[config.mk]
export PLATFORM = sky130hd
export DESIGN_NAME = hber_top
export DESIGN_NICKNAME = d
export VERILOG_FILES = /design/src/design/hber_pkg.sv /design/src/design/hber_top.sv
export SDC_FILE = /design/constraint.sdc
export NUM_CORES = 1
export LEC_CHECK = 0
export BUFFER_PORTS_ARGS = -buffer_cell sky130_fd_sc_hd__buf_4
export CORE_ASPECT_RATIO = 1.1
export CORE_MARGIN = 3
export CORE_UTILIZATION = 54
export DETAILED_ROUTE_END_ITERATION = 6
export GPL_TIMING_DRIVEN = 0
export PLACE_DENSITY = 0.83
export SYNTH_ARGS = -nofsm -noshare
export SYNTH_HDL_FRONTEND = slang
export SYNTH_SLANG_ARGS = --single-unit
[constraint.sdc]
create_clock -name CLK_I -period 7.85 [get_ports CLK_I]
set_input_delay 0.785 -clock CLK_I [delete_from_list [all_inputs] [get_ports CLK_I]]
set_output_delay 0.785 -clock CLK_I [all_outputs]
set_load 0.01 [all_outputs]
[src/design/hber_pkg.sv]
// Purpose: Constants for the host bridge error reporting block
// Assumes: APB slave, 32-bit data, printed offsets are word indices
// Notes: Register indices, field positions and bit masks follow

package hber_pkg;

  // ==========================================================================
  // Register indices (byte address is four times the index)
  localparam logic [7:0] IDX_FUNC_CMD = 8'h04;
  localparam logic [7:0] IDX_ERR_FLAGS = 8'hC8;
  localparam logic [7:0] IDX_ERR_MSG_EN = 8'hCA;
  localparam logic [7:0] IDX_SCRATCH = 8'hDE;
  localparam logic [7:0] IDX_IRQ_STATUS = 8'hE0;
  localparam logic [7:0] IDX_IRQ_MASK = 8'hE1;

  // ==========================================================================
  // Field positions
  localparam int BIT_UNSUP_CMD = 1;
  localparam int BIT_BAD_ENTRY = 2;
  localparam int BIT_INVALID_AGP = 3;
  localparam int BIT_OUTSIDE_AP = 4;
  localparam int BIT_UNIMPL_SC = 5;
  localparam int BIT_TARGET_ABORT = 6;
  localparam int BIT_SW_SMI = 8;
  localparam int BIT_NONDRAM_LOCK = 9;
  localparam int BIT_SERR_EN = 8;

  // ==========================================================================
  // Implemented bit masks and reset values
  localparam logic [15:0] FLAGS_MASK = 16'h033E;
  localparam logic [15:0] MSG_EN_MASK = 16'h027E;
  localparam logic [15:0] FUNC_CMD_MASK = 16'h0100;
  localparam logic [15:0] IRQ_MASK_BITS = 16'h037E;
  localparam logic [15:0] RESET_16 = 16'h0000;

endpackage : hber_pkg

[src/design/hber_top.sv]
// Purpose: Error flags, message enables and scratch storage of the bridge
// Assumes: Event inputs are one-cycle pulses synchronous to CLK_I
// Notes: Zero-wait APB slave; read data registered in the setup cycle

`timescale 1ns/1ns
`default_nettype none

module hber_top (
  input wire logic CLK_I,
  input wire logic ARST_N_I,
  input wire logic PSEL_I,
  input wire logic PENABLE_I,
  input wire logic PWRITE_I,
  input wire logic [11:0] PADDR_I,
  input wire logic [31:0] PWDATA_I,
  input wire logic [3:0] PSTRB_I,
  output logic [31:0] PRDATA_O,
  output logic PREADY_O,
  output logic PSLVERR_O,
  input wire logic NONDRAM_LOCK_I,
  input wire logic SW_SMI_I,
  input wire logic UNIMPL_SPECIAL_CYCLE_I,
  input wire logic OUTSIDE_APERTURE_I,
  input wire logic INVALID_AGP_ACCESS_I,
  input wire logic BAD_TABLE_ENTRY_I,
  input wire logic UNSUPPORTED_CMD_I,
  input wire logic TARGET_ABORT_I,
  output logic SERR_MSG_REQ_O,
  input wire logic SERR_MSG_ACK_I,
  output logic IRQ_O
);

  // ==========================================================================
  // Reset synchroniser
  logic rst_meta_ff;
  logic rst_n_ff;

  always_ff @(posedge CLK_I or negedge ARST_N_I) begin
    if (!ARST_N_I) begin
      rst_meta_ff <= 1'b0;
      rst_n_ff <= 1'b0;
    end else begin
      rst_meta_ff <= 1'b1;
      rst_n_ff <= rst_meta_ff;
    end
  end

  // ==========================================================================
  // Helpers
  function automatic logic [15:0] byte_merge(input logic [15:0] old, input logic [15:0] wdata,
                                             input logic [1:0] strb);
    logic [15:0] res;
    res = old;
    if (strb[0]) begin
      res[7:0] = wdata[7:0];
    end
    if (strb[1]) begin
      res[15:8] = wdata[15:8];
    end
    return res;
  endfunction : byte_merge

  function automatic logic hit(input logic [11:0] addr, input logic [7:0] idx);
    return (addr[11:2] == {2'b00, idx}) && (addr[1:0] == 2'b00);
  endfunction : hit

  // ==========================================================================
  // APB decode
  logic setup_phase;
  logic access_done;
  logic wr_done;
  logic rd_done;
  logic sel_cmd;
  logic sel_flags;
  logic sel_en;
  logic sel_scr;
  logic sel_ist;
  logic sel_imask;
  logic mapped;
  logic [15:0] wdata16;
  logic [15:0] strb_bits;

  assign setup_phase = PSEL_I && !PENABLE_I;
  assign access_done = PSEL_I && PENABLE_I;
  assign wr_done = access_done && PWRITE_I;
  assign rd_done = access_done && !PWRITE_I;
  assign sel_cmd = hit(PADDR_I, hber_pkg::IDX_FUNC_CMD);
  assign sel_flags = hit(PADDR_I, hber_pkg::IDX_ERR_FLAGS);
  assign sel_en = hit(PADDR_I, hber_pkg::IDX_ERR_MSG_EN);
  assign sel_scr = hit(PADDR_I, hber_pkg::IDX_SCRATCH);
  assign sel_ist = hit(PADDR_I, hber_pkg::IDX_IRQ_STATUS);
  assign sel_imask = hit(PADDR_I, hber_pkg::IDX_IRQ_MASK);
  assign mapped = sel_cmd || sel_flags || sel_en || sel_scr || sel_ist || sel_imask;
  assign wdata16 = PWDATA_I[15:0];
  assign strb_bits = {{8{PSTRB_I[1]}}, {8{PSTRB_I[0]}}};

  // Zero-wait slave; an unmapped address completes with an error
  assign PREADY_O = 1'b1;
  assign PSLVERR_O = access_done && !mapped;

  // ==========================================================================
  // Event vector in flag layout
  logic [15:0] evt_vec;

  always_comb begin
    evt_vec = 16'h0000;
    evt_vec[hber_pkg::BIT_NONDRAM_LOCK] = NONDRAM_LOCK_I;
    evt_vec[hber_pkg::BIT_SW_SMI] = SW_SMI_I;
    evt_vec[hber_pkg::BIT_UNIMPL_SC] = UNIMPL_SPECIAL_CYCLE_I;
    evt_vec[hber_pkg::BIT_OUTSIDE_AP] = OUTSIDE_APERTURE_I;
    evt_vec[hber_pkg::BIT_INVALID_AGP] = INVALID_AGP_ACCESS_I;
    evt_vec[hber_pkg::BIT_BAD_ENTRY] = BAD_TABLE_ENTRY_I;
    evt_vec[hber_pkg::BIT_UNSUP_CMD] = UNSUPPORTED_CMD_I;
  end

  // ==========================================================================
  // Error flags, write one to clear, set wins
  logic [15:0] error_flags_ff;
  logic [15:0] flags_clr;
  logic [15:0] flags_set;
  logic [15:0] nxt_error_flags;

  assign flags_clr = (wr_done && sel_flags) ? (wdata16 & strb_bits) : 16'h0000;
  assign flags_set = evt_vec & hber_pkg::FLAGS_MASK;
  assign nxt_error_flags = (error_flags_ff & ~flags_clr) | flags_set;

  always_ff @(posedge CLK_I or negedge rst_n_ff) begin
    if (!rst_n_ff) begin
      error_flags_ff <= hber_pkg::RESET_16;
    end else begin
      error_flags_ff <= nxt_error_flags;
    end
  end

  // ==========================================================================
  // Message enables, command register, scratch storage
  logic [15:0] error_message_enables_ff;
  logic [15:0] function_command_reg_ff;
  logic [15:0] scratch_storage_ff;

  always_ff @(posedge CLK_I or negedge rst_n_ff) begin
    if (!rst_n_ff) begin
      error_message_enables_ff <= hber_pkg::RESET_16;
    end else if (wr_done && sel_en) begin
      error_message_enables_ff <= byte_merge(error_message_enables_ff, wdata16, PSTRB_I[1:0])
                                  & hber_pkg::MSG_EN_MASK;
    end
  end

  always_ff @(posedge CLK_I or negedge rst_n_ff) begin
    if (!rst_n_ff) begin
      function_command_reg_ff <= hber_pkg::RESET_16;
    end else if (wr_done && sel_cmd) begin
      function_command_reg_ff <= byte_merge(function_command_reg_ff, wdata16, PSTRB_I[1:0])
                                 & hber_pkg::FUNC_CMD_MASK;
    end
  end

  // Storage only; nothing else reads it
  always_ff @(posedge CLK_I or negedge rst_n_ff) begin
    if (!rst_n_ff) begin
      scratch_storage_ff <= hber_pkg::RESET_16;
    end else if (wr_done && sel_scr) begin
      scratch_storage_ff <= byte_merge(scratch_storage_ff, wdata16, PSTRB_I[1:0]);
    end
  end

  // ==========================================================================
  // Hub link error message
  logic [15:0] flags_rise;
  logic global_en;
  logic msg_trigger;
  logic serr_pend_ff;

  // Only a 0-to-1 change counts; a flag already set sends nothing more
  assign flags_rise = flags_set & ~error_flags_ff;
  assign global_en = function_command_reg_ff[hber_pkg::BIT_SERR_EN];
  assign msg_trigger = global_en && (
    (|(flags_rise & error_message_enables_ff)) ||
    (TARGET_ABORT_I && error_message_enables_ff[hber_pkg::BIT_TARGET_ABORT]));

  // Triggers while a message waits merge into it; a new one beats the ack
  always_ff @(posedge CLK_I or negedge rst_n_ff) begin
    if (!rst_n_ff) begin
      serr_pend_ff <= 1'b0;
    end else if (msg_trigger) begin
      serr_pend_ff <= 1'b1;
    end else if (SERR_MSG_ACK_I) begin
      serr_pend_ff <= 1'b0;
    end
  end

  // No dedicated error pin; errors leave the block as the message request and as IRQ_O
  assign SERR_MSG_REQ_O = serr_pend_ff;

  // ==========================================================================
  // Interrupt status and mask
  logic [15:0] irq_status_ff;
  logic [15:0] irq_mask_ff;
  logic [15:0] irq_evt;

  always_comb begin
    irq_evt = flags_set;
    irq_evt[hber_pkg::BIT_TARGET_ABORT] = TARGET_ABORT_I;
  end

  always_ff @(posedge CLK_I or negedge rst_n_ff) begin
    if (!rst_n_ff) begin
      irq_status_ff <= hber_pkg::RESET_16;
    end else if (rd_done && sel_ist) begin
      // Clear only what the read reported; setup-cycle events survive
      irq_status_ff <= (irq_status_ff & ~PRDATA_O[15:0]) | irq_evt;
    end else begin
      irq_status_ff <= irq_status_ff | irq_evt;
    end
  end

  always_ff @(posedge CLK_I or negedge rst_n_ff) begin
    if (!rst_n_ff) begin
      irq_mask_ff <= hber_pkg::RESET_16;
    end else if (wr_done && sel_imask) begin
      irq_mask_ff <= byte_merge(irq_mask_ff, wdata16, PSTRB_I[1:0]) & hber_pkg::IRQ_MASK_BITS;
    end
  end

  assign IRQ_O = |(irq_status_ff & irq_mask_ff);

  // ==========================================================================
  // Read data, captured in the setup cycle
  logic [15:0] rd_mux;

  always_comb begin
    rd_mux = 16'h0000;
    if (sel_cmd) begin
      rd_mux = function_command_reg_ff;
    end else if (sel_flags) begin
      rd_mux = error_flags_ff;
    end else if (sel_en) begin
      rd_mux = error_message_enables_ff;
    end else if (sel_scr) begin
      rd_mux = scratch_storage_ff;
    end else if (sel_ist) begin
      rd_mux = irq_status_ff;
    end else if (sel_imask) begin
      rd_mux = irq_mask_ff;
    end
  end

  // Event arriving in the setup cycle still sets the flag after the read
  always_ff @(posedge CLK_I or negedge rst_n_ff) begin
    if (!rst_n_ff) begin
      PRDATA_O <= 32'h0000_0000;
    end else if (setup_phase && !PWRITE_I) begin
      PRDATA_O <= {16'h0000, rd_mux};
    end
  end
endmodule : hber_top

`default_nettype wire

==> metrics.cfg, run 1 <==
[clock_network]
hold_buffers=0
cts_sinks=83
cts_inserted_buffers=9
clk_latency_ns=0.35
cts_tree=built
htreeDepth=3
cts_resized=0
clockBufferDepth=2
cts_setup_buffers=0
cts_root_buffer=clkbuf_8
clk_pin_slew_worst_paths_ns=0.08

[timing]
slew_violations=0
relSlewSlack=0.195
rsz0062_at_grt=no
layout_min_cycle_time_ns=3.35
hold_violations=0
setup_tns_ns=0
skew_ns=0.00708
setup_viol=0
fmax_mhz=299
fin_crit_sh=0.426
worst_pin_slew_ns=1.20

[global_routing]
overflow=0
grt_max_degree=46
grt_pass1_vias=3104
grt_util_all_layers=0.248
antenna_found_initial=0
grt_pass1_wl_um=15400

[synthesis]
netlist.area_leader.share=0.537
synth.avg_cell_area_um2=11.6
synth.distinct_cells=42
synth_area_um2=3870
synth_flop_cell=dfrtp_1
yosys.area_share.simple=0.111
synth_xor_area_frac=0
yosysMostFrequentCell=dfrtp_1
netlist_instances=334
async_flop_share=1.00
ys_warn_count=0
synthMuxAreaShare=0.115
synth-edff-count=0
synth_largest_area_cell=dfrtp_1
synth_fa_ha_area_frac=0
synth_top_family_by_area=compound AO/OA/AOI/OAI gates
ys_ff_latch=83
yosys-top-cells-count=dfrtp_1 (83), mux2_2 (37), a22oi_1 (27)
synthTopCellsByArea=dfrtp_1 (54%), mux2_2 (11%), a22oi_1 (5.2%)
synth-seq-area-share=0.537
synth-compound-area-share=0.188

[critical_path]
required_ns=7.07
crit_path_end=PSLVERR_O
worst_setup_path_start_kind=primary input
r2r-end=SERR_MSG_REQ_O
critPathKind=primary input to output port
cp-startpoint=PADDR_I[11]
cp_max_fo=7
reg2reg_depth=5
cp-end-kind=output port
r2r_slack_ns=6.60
r2r-start=error_flags_ff[4]
critical_path_arrival_ns=2.56

[final_layout]
drive_gt1_frac=0.336
fin_nets=486
n_antenna_cell=0
areaGrowthSynthToFinish_pct=22.1

[routing]
antenna_left=0
drcViolationCount=0
wl_um=9830
vias=3082
drt_pass1_iterations=5
vias_per_cell=6.03
drt-wirelength-per-cell_um=19.2
drt_iter0_drc=239

[floorplan]
pin_count=98
rows=31
die_w_um=86.7
die_h_um=94.8
core_area_um2=6750
initial_core_util=0.573
dieArea_um2=8210

[run]
drv_cap=0

[placed_design]
gp_congestion=0.935
dp_hpwl_um=6990
io_buffer_count=62

[min_path]
holdCritPathClass=primary input to async pin

[power_and_ir_drop]
power_density_nw_per_um2=170
ir_worst_vdd_mv=0.140
total_power_w=0.000803
p_leak_nw=2.14

[status]
outcome=completed

-- how the worst min path moves through the flow --
| stage | startpoint | endpoint | slack (ns) | cells past startpoint |
|---|---|---|---|---|
| after floorplan | rst_meta_ff | rst_n_ff | 0.33 | 0 |
| after global placement | rst_meta_ff | rst_n_ff | 0.34 | 0 |
| after detailed placement | rst_n_ff | error_message_enables_ff[5] | 0.31 | 0 |
| after CTS | ARST_N_I | rst_n_ff | 0.19 | 1 |
| after global routing | ARST_N_I | rst_n_ff | 0.19 | 1 |
| final | ARST_N_I | rst_n_ff | 0.20 | 1 |
-- final cells by class --
type / count / area, um2
timing repair buffer: 63 / 485
buffer: 25 / 168
sequential: 83 / 2080
clock inverter: 5 / 61.3
inverter: 3 / 11.3
multi-input combinational: 239 / 1670
fill: 535 / 2030
tap: 82 / 103
clock buffer: 11 / 141
-- where the power goes --
part / switching, W / internal [W] / total, W / leakage (nW)
logic: 0.0000308 / 0.0000281 / 0.0000589 / 0.960
registers: 0.00000385 / 0.000428 / 0.000432 / 1.08
clock network: 0.000154 / 0.000158 / 0.000312 / 0.104
total: 0.000189 / 0.000614 / 0.000803 / 2.14
-- sequential cells by signal (all words and copies together) (netlist names) --
name                      count
error_flags_ff               16
rst_meta_ff                   1
PRDATA_O                     16
irq_mask_ff                   8
SERR_MSG_REQ_O                1
rst_n_ff                      1
irq_status_ff                16
error_message_enables_ff      7
scratch_storage_ff           16
function_command_reg_ff       1
-- layout by cell type, fill, tap and decap left out, drive strengths merged, types with 5 or more instances in the layout --
cell type  instances
dfrtp             83
buf               83
mux2              37
a22oi             27
o21ai             26
nand2             21
conb              18
a21boi            17
clkbuf            16
a21o              15
nor2              15
a21oi              8
o22a               7
nand3              6
nand3b             6
nand4              5
-- metal layers --
| layer | routed length (um) | global-route usage |
|---|---|---|
| met5 | 0 | 0 |
| met4 | 130 | 0.100 |
| met3 | 809 | 0.0620 |
| met2 | 4780 | 0.392 |
| met1 | 4100 | 0.328 |
-- cell families after synthesis --
group / after synthesis
muxes: 40
buffers and inverters: 28
and+or+nand+nor: 75
other: 2
DFF: 83
AOI/OAI and AO/OA: 106
-- worst max-delay path, stage by stage --
cell	delay [ns]
buf_4	0.11
or4_1	0.51
buf_2	0.19
or4_1	0.63
nand3_1	0.11
nor2_1	0.04
buf_4	0.17
-- metrics by stage --
stage	worst slack (ns)	hold slack, ns	std cells	utilization	instance area (um2)
finish	4.50	0.202	511	0.700	4720
global route	4.39	0.190	511	0.700	4720
CTS	4.52	0.195	511	0.700	4720
detailed placement	4.47	0.311	495	0.670	4520
global placement	4.51	0.342	494	0.666	4500
floorplan	4.89	0.331	350	-	3930
(Power assumes the default switching activity.)
==> run 2: changes to the inputs <==
--- a/config.mk
+++ b/config.mk
@@ -8,10 +8,10 @@
 export BUFFER_PORTS_ARGS = -buffer_cell sky130_fd_sc_hd__buf_4
 export CORE_ASPECT_RATIO = 1.1
 export CORE_MARGIN = 3
-export CORE_UTILIZATION = 54
+export CORE_UTILIZATION = 53
 export DETAILED_ROUTE_END_ITERATION = 6
 export GPL_TIMING_DRIVEN = 0
-export PLACE_DENSITY = 0.83
+export PLACE_DENSITY = 0.82
 export SYNTH_ARGS = -nofsm -noshare
 export SYNTH_HDL_FRONTEND = slang
 export SYNTH_SLANG_ARGS = --single-unit
==> constraint.sdc (replaced) <==
create_clock -name CLK_I -period 3.47 [get_ports CLK_I]
set_input_delay 0.347 -clock CLK_I [delete_from_list [all_inputs] [get_ports CLK_I]]
set_output_delay 0.347 -clock CLK_I [all_outputs]
set_load 0.01 [all_outputs]
==> metrics.cfg, run 2 (synthesis results as in run 1) <==
[min_path]
holdCritPathClass=primary input to flip-flop
min_path_cells=2

[clock_network]
clk_pin_slew_worst_paths_ns=0.09
cts_tree=built
htreeDepth=3
clockBufferDepth=2
clk_latency_ns=0.35
cts_setup_buffers=0
cts_root_buffer=clkbuf_8
cts_sinks=83
cts_inserted_buffers=9

[final_layout]
final_core_util=0.670
layout_commonest_cell=dfrtp_1
area.sequential_um2=2080
most-common-layout-cells=dfrtp_1 (82), buf_4 (79), mux2_2 (37)
areaGrowthSynthToFinish_pct=22.0
fillCellCount=572
fin_nets=487
drive_gt1_frac=0.335
n_antenna_cell=0
multi_input_area_um2=1670

[status]
outcome=completed

[floorplan]
rows=32
die_w_um=87.4
die_h_um=95.6
initial_core_util=0.549
core_area_um2=7050
dieArea_um2=8360
pin_count=98

[routing]
vias_per_cell=6.06
antenna_left=0
drt_iter0_drc=257
drt_pass1_iterations=5
drcViolationCount=0
drt-wirelength-per-cell_um=18.9
wl_um=9740
vias=3120

[run]
drv_cap=0

[timing]
skew_ns=0.0116
slew_violations=0
rsz0062_at_grt=no
setup_tns_ns=0
setup_viol=0
relSlewSlack=0.200
worst_pin_slew_ns=1.19
hold_violations=0
layout_min_cycle_time_ns=2.65
whs_ns=0.172
fin_crit_sh=0.764
fmax_mhz=377

[critical_path]
critical_path_arrival_ns=2.89
cp-end-kind=flip-flop
reg2reg_depth=5
required_ns=3.71
cp_max_fo=7
critPathKind=primary input to flip-flop
worst_setup_path_start_kind=primary input

[global_routing]
grt_max_degree=57
antenna_found_initial=0
grt_pass1_vias=3021
grt_util_all_layers=0.244
grt_pass1_wl_um=15200
overflow=0

[placed_design]
gp_congestion=0.904
dp_hpwl_um=6960
io_buffer_count=62

[power_and_ir_drop]
power_density_nw_per_um2=371
p_leak_nw=2.13
ir_worst_vdd_mv=0.226

-- run 2: cell count changes in the layout (fill, tap and decap cells not counted), sizes merged --
cell         previous run  this run
clkinvlp                0         2
dlygate4sd3             0         1
clkinv                  3         2
bufinv                  1         0
-- run 2: critical path, cell delays in order --
cell	delay, ns
buf_4	0.11
or4_1	0.50
buf_2	0.18
nor3_1	0.78
nand2_1	0.19
nor2_2	0.38
mux2_2	0.39
-- run 2: what timing repair did --
action / in CTS / in global routing
hold endpoints to repair: 2 / 0
hold buffers: 1 / 0
setup endpoints to repair: 0 / 0
resized for setup: 0 / 0
-- run 2: worst paths after layout --
kind | from | to | slack (ns)
worst max-delay path | PADDR_I[11] | irq_mask_ff[5] | 0.82
worst min-delay path | PWDATA_I[11] | error_flags_ff[11] | 0.17
worst max register to register | error_flags_ff[4] | SERR_MSG_REQ_O | 2.24
worst min register to register | rst_n_ff | irq_status_ff[14] | 0.25
max in group asynchronous | rst_n_ff | PRDATA_O[3] | 2.64
min in group asynchronous | rst_n_ff | irq_status_ff[14] | 0.25
-- run 2: cell type report --
cell class	count	share of cell area
plain buffers	25	0.0355
clock buffers	11	0.0300
clock inverters	5	0.00795
inverters	3	0.00239
multi-input cells	239	0.354
flip-flops and latches	83	0.441
well taps	85	0.0225
repair buffers	64	0.107
-- run 2: layer usage --
metal  part of all wire  global-route usage  vias to the layer above  wire (um)
met3              0.098              0.0778                       13        956
met2               0.50               0.388                      171       4870
met4              0.012              0.0729                        0        114
met5                  0                   0                        -          0
met1               0.39               0.319                     1543       3800
li1                   -                   -                     1393          -
-- run 2: stage by stage --
stage / cells / worst slack, ns / power [W] / cell area (um2)
2_1_floorplan: 350 / 0.987 / 0.00106 / 3930
3_3_place_gp: 497 / 0.212 / 0.00112 / 4500
3_5_place_dp: 498 / 0.467 / 0.00113 / 4530
4_1_cts: 515 / 0.843 / 0.00176 / 4720
5_1_grt: 515 / 0.712 / 0.00182 / 4720
6_report: 515 / 0.820 / 0.00175 / 4720
-- run 2: where the power goes --
part / switching (W) / internal [W]
clock: 0.000354 / 0.000282
combinational: 0.0000725 / 0.0000654
sequential: 0.00000644 / 0.000968
==> run 3: changes to the inputs <==
--- a/config.mk
+++ b/config.mk
@@ -5,13 +5,14 @@
 export SDC_FILE = /design/constraint.sdc
 export NUM_CORES = 1
 export LEC_CHECK = 0
+export ABC_AREA = 1
 export BUFFER_PORTS_ARGS = -buffer_cell sky130_fd_sc_hd__buf_4
 export CORE_ASPECT_RATIO = 1.1
 export CORE_MARGIN = 3
-export CORE_UTILIZATION = 53
+export CORE_UTILIZATION = 49
 export DETAILED_ROUTE_END_ITERATION = 6
 export GPL_TIMING_DRIVEN = 0
-export PLACE_DENSITY = 0.82
+export PLACE_DENSITY = 0.78
 export SYNTH_ARGS = -nofsm -noshare
 export SYNTH_HDL_FRONTEND = slang
 export SYNTH_SLANG_ARGS = --single-unit
==> constraint.sdc (replaced) <==
create_clock -name CLK_I -period 2.4 [get_ports CLK_I]
set_input_delay 0.24 -clock CLK_I [delete_from_list [all_inputs] [get_ports CLK_I]]
set_output_delay 0.24 -clock CLK_I [all_outputs]
set_load 0.01 [all_outputs]
==> metrics.cfg, run 3 <==
[power_and_ir_drop]
ir_worst_vdd_mv=0.319
p_leak_nw=3.13
power_density_nw_per_um2=532

[synthesis]
synth-seq-area-share=0.461
synthTopCellsByArea=dfrtp_1 (46%), nand2_1 (11%), inv_1 (9.4%)
synth_area_um2=4500
netlist.area_leader.share=0.461
synth.avg_cell_area_um2=7.86
yosysMostFrequentCell=nand2_1
synth_largest_area_cell=dfrtp_1
synth_flop_cell=dfrtp_1
netlist_instances=573
ys_ff_latch=83
synth.distinct_cells=34
async_flop_share=1.00
ys_warn_count=0
yosys-top-cells-count=nand2_1 (128), inv_1 (113), dfrtp_1 (83)
synth-edff-count=0

[global_routing]
gr-usage-met2=0.426
grt_max_degree=52
grt_pass1_wl_um=19000
grt_pass1_vias=4058
grtUsageMet1=0.266
antenna_found_initial=0
grt_util_all_layers=0.230
overflow=0
met3_usage=0.0302
busiest_layer=met2

[critical_path]
critical_path.most_common_cell=buf_4
required_ns=2.16
r2r_slack_ns=1.08
critPathKind=primary input to output port
critical_path_arrival_ns=1.58
crit_buf_inv=4
cp_max_fo=10
crit_family=buffers and inverters
cp_cell_sequence=buf_4 > nand2_1 > nor2_1 > buf_4 > o21ai_0 > inv_1 > nor4_1 > buf_4
cp_slowest_cell=o21ai_0
max_stage_delay_ns=0.31
worst_setup_path_start_kind=primary input
cp-end-kind=output port

[timing]
setup_viol=0
hold_violations=0
whs_ns=0.0652
fin_crit_sh=0.759
slew_violations=0
worst_pin_slew_ns=0.609
layout_min_cycle_time_ns=1.82
skew_ns=0.0116
fin_ws_ns=0.577
setup_tns_ns=0
fmax_mhz=549
relSlewSlack=0.592
rsz0062_at_grt=no

[final_layout]
layout_commonest_cell=nand2_1
areaGrowthSynthToFinish_pct=21.4
drive_gt1_frac=0.206
final_area_um2=5470
most-common-layout-cells=nand2_1 (128), inv_1 (113), dfrtp_1 (82), buf_4 (82), nand3_1 (59)
n_antenna_cell=0
fin_nets=726

[clock_network]
cts_inserted_buffers=9
clk_pin_slew_worst_paths_ns=0.09
cts_sinks=83
clockBufferDepth=2
htreeDepth=3
cts_root_buffer=clkbuf_8
cts_setup_buffers=0
cts_tree=built
clk_latency_ns=0.37

[routing]
drcViolationCount=0
wl_um=11700
vias_per_cell=5.17
drt_pass1_iterations=5
drt_iter0_drc=292
antenna_left=0
drt-wirelength-per-cell_um=14.9
vias=4048

[placed_design]
dp_hpwl_um=8950
place_area_um2=5200
io_buffer_count=62
place_ws_ns=0.462
gp_congestion=0.915

[floorplan]
pin_count=98
die_w_um=97.4
dieArea_um2=10400
initial_core_util=0.505
die_h_um=107
core_area_um2=8920
rows=36

[min_path]
holdCritPathClass=primary input to flip-flop

[status]
outcome=completed

[run]
drv_cap=0

==> run 3: cell count changes after synthesis, sizes merged, moves of 8 or more <==
cell    previous run  this run
nand2             21       135
inv                3       116
nand3              6        59
mux2              37         0
o21ai             26        54
a22oi             27         0
nand4              5        26
a21boi            17         1
a21o              15         0
mux2i              3        14
buf               20        29
nor2              15        23
==> run 3: cells by family (layout without fill, tap and decap cells) <==
kind of cell           after synthesis  count (layout)  share of synthesized area
AO/OA/AOI/OAI                       72              72                     0.0934
buffers and inverters              151             231                      0.149
flip-flops                          83              83                      0.461
multiplexers                        14              14                     0.0311
other                                2              18                    0.00167
AND/OR/NAND/NOR                    251             251                      0.264
==> run 3: routing by layer <==
layer,vias to the layer above,wire (um)
li1,1960,-
met1,1919,4570
met2,141,6220
met3,28,646
met4,0,274
met5,-,0
==> run 3: area by class of cell <==
| class | instances | area (um2) |
|---|---|---|
| fill | 807 | 3450 |
| sequential | 83 | 2080 |
| buffer | 31 | 218 |
| timing repair buffer | 64 | 503 |
| tap | 114 | 143 |
| multi-input combinational | 355 | 1820 |
| clock buffer | 9 | 124 |
| inverter | 120 | 452 |
| clock inverter | 7 | 130 |
==> run 3: path summary, 6_finish.rpt <==
check	start	to	cells after the start
max in group asynchronous	rst_n_ff	PRDATA_O[6]	1
min reg2reg	rst_n_ff	PRDATA_O[1]	0
max	PADDR_I[3]	PSLVERR_O	8
min	SERR_MSG_ACK_I	SERR_MSG_REQ_O	2
min in group asynchronous	ARST_N_I	rst_n_ff	2
max reg2reg	error_message_enables_ff[9]	SERR_MSG_REQ_O	4
==> run 3: stage by stage <==
stage                     utilization  power, W  instances
after detailed placement        0.583   0.00165        766
after floorplan                     -   0.00154        589
final                           0.613   0.00291        783
after global placement          0.580   0.00164        765
after global routing            0.613   0.00300        783
after CTS                       0.613   0.00292        783
==> run 3: what timing repair did <==
action                                 in CTS  in global routing
gates resized for setup                     0                  0
endpoints found under the hold margin       2                  0
hold buffers                                1                  0
==> run 3: worst register-to-register path, cell delays in order (launching register included) <==
cell,delay [ns]
dfrtp_1,0.43
nand3_1,0.13
nand3_1,0.10
o31ai_1,0.37
o21ai_0,0.15
==> run 3: report_power, final <==
part	total [W]	switching (W)	internal [W]
Combinational	0.000216	0.000127	0.0000889
Clock	0.00128	0.000566	0.000713
Sequential	0.00141	0.0000110	0.00140
Total	0.00291	0.000703	0.00220
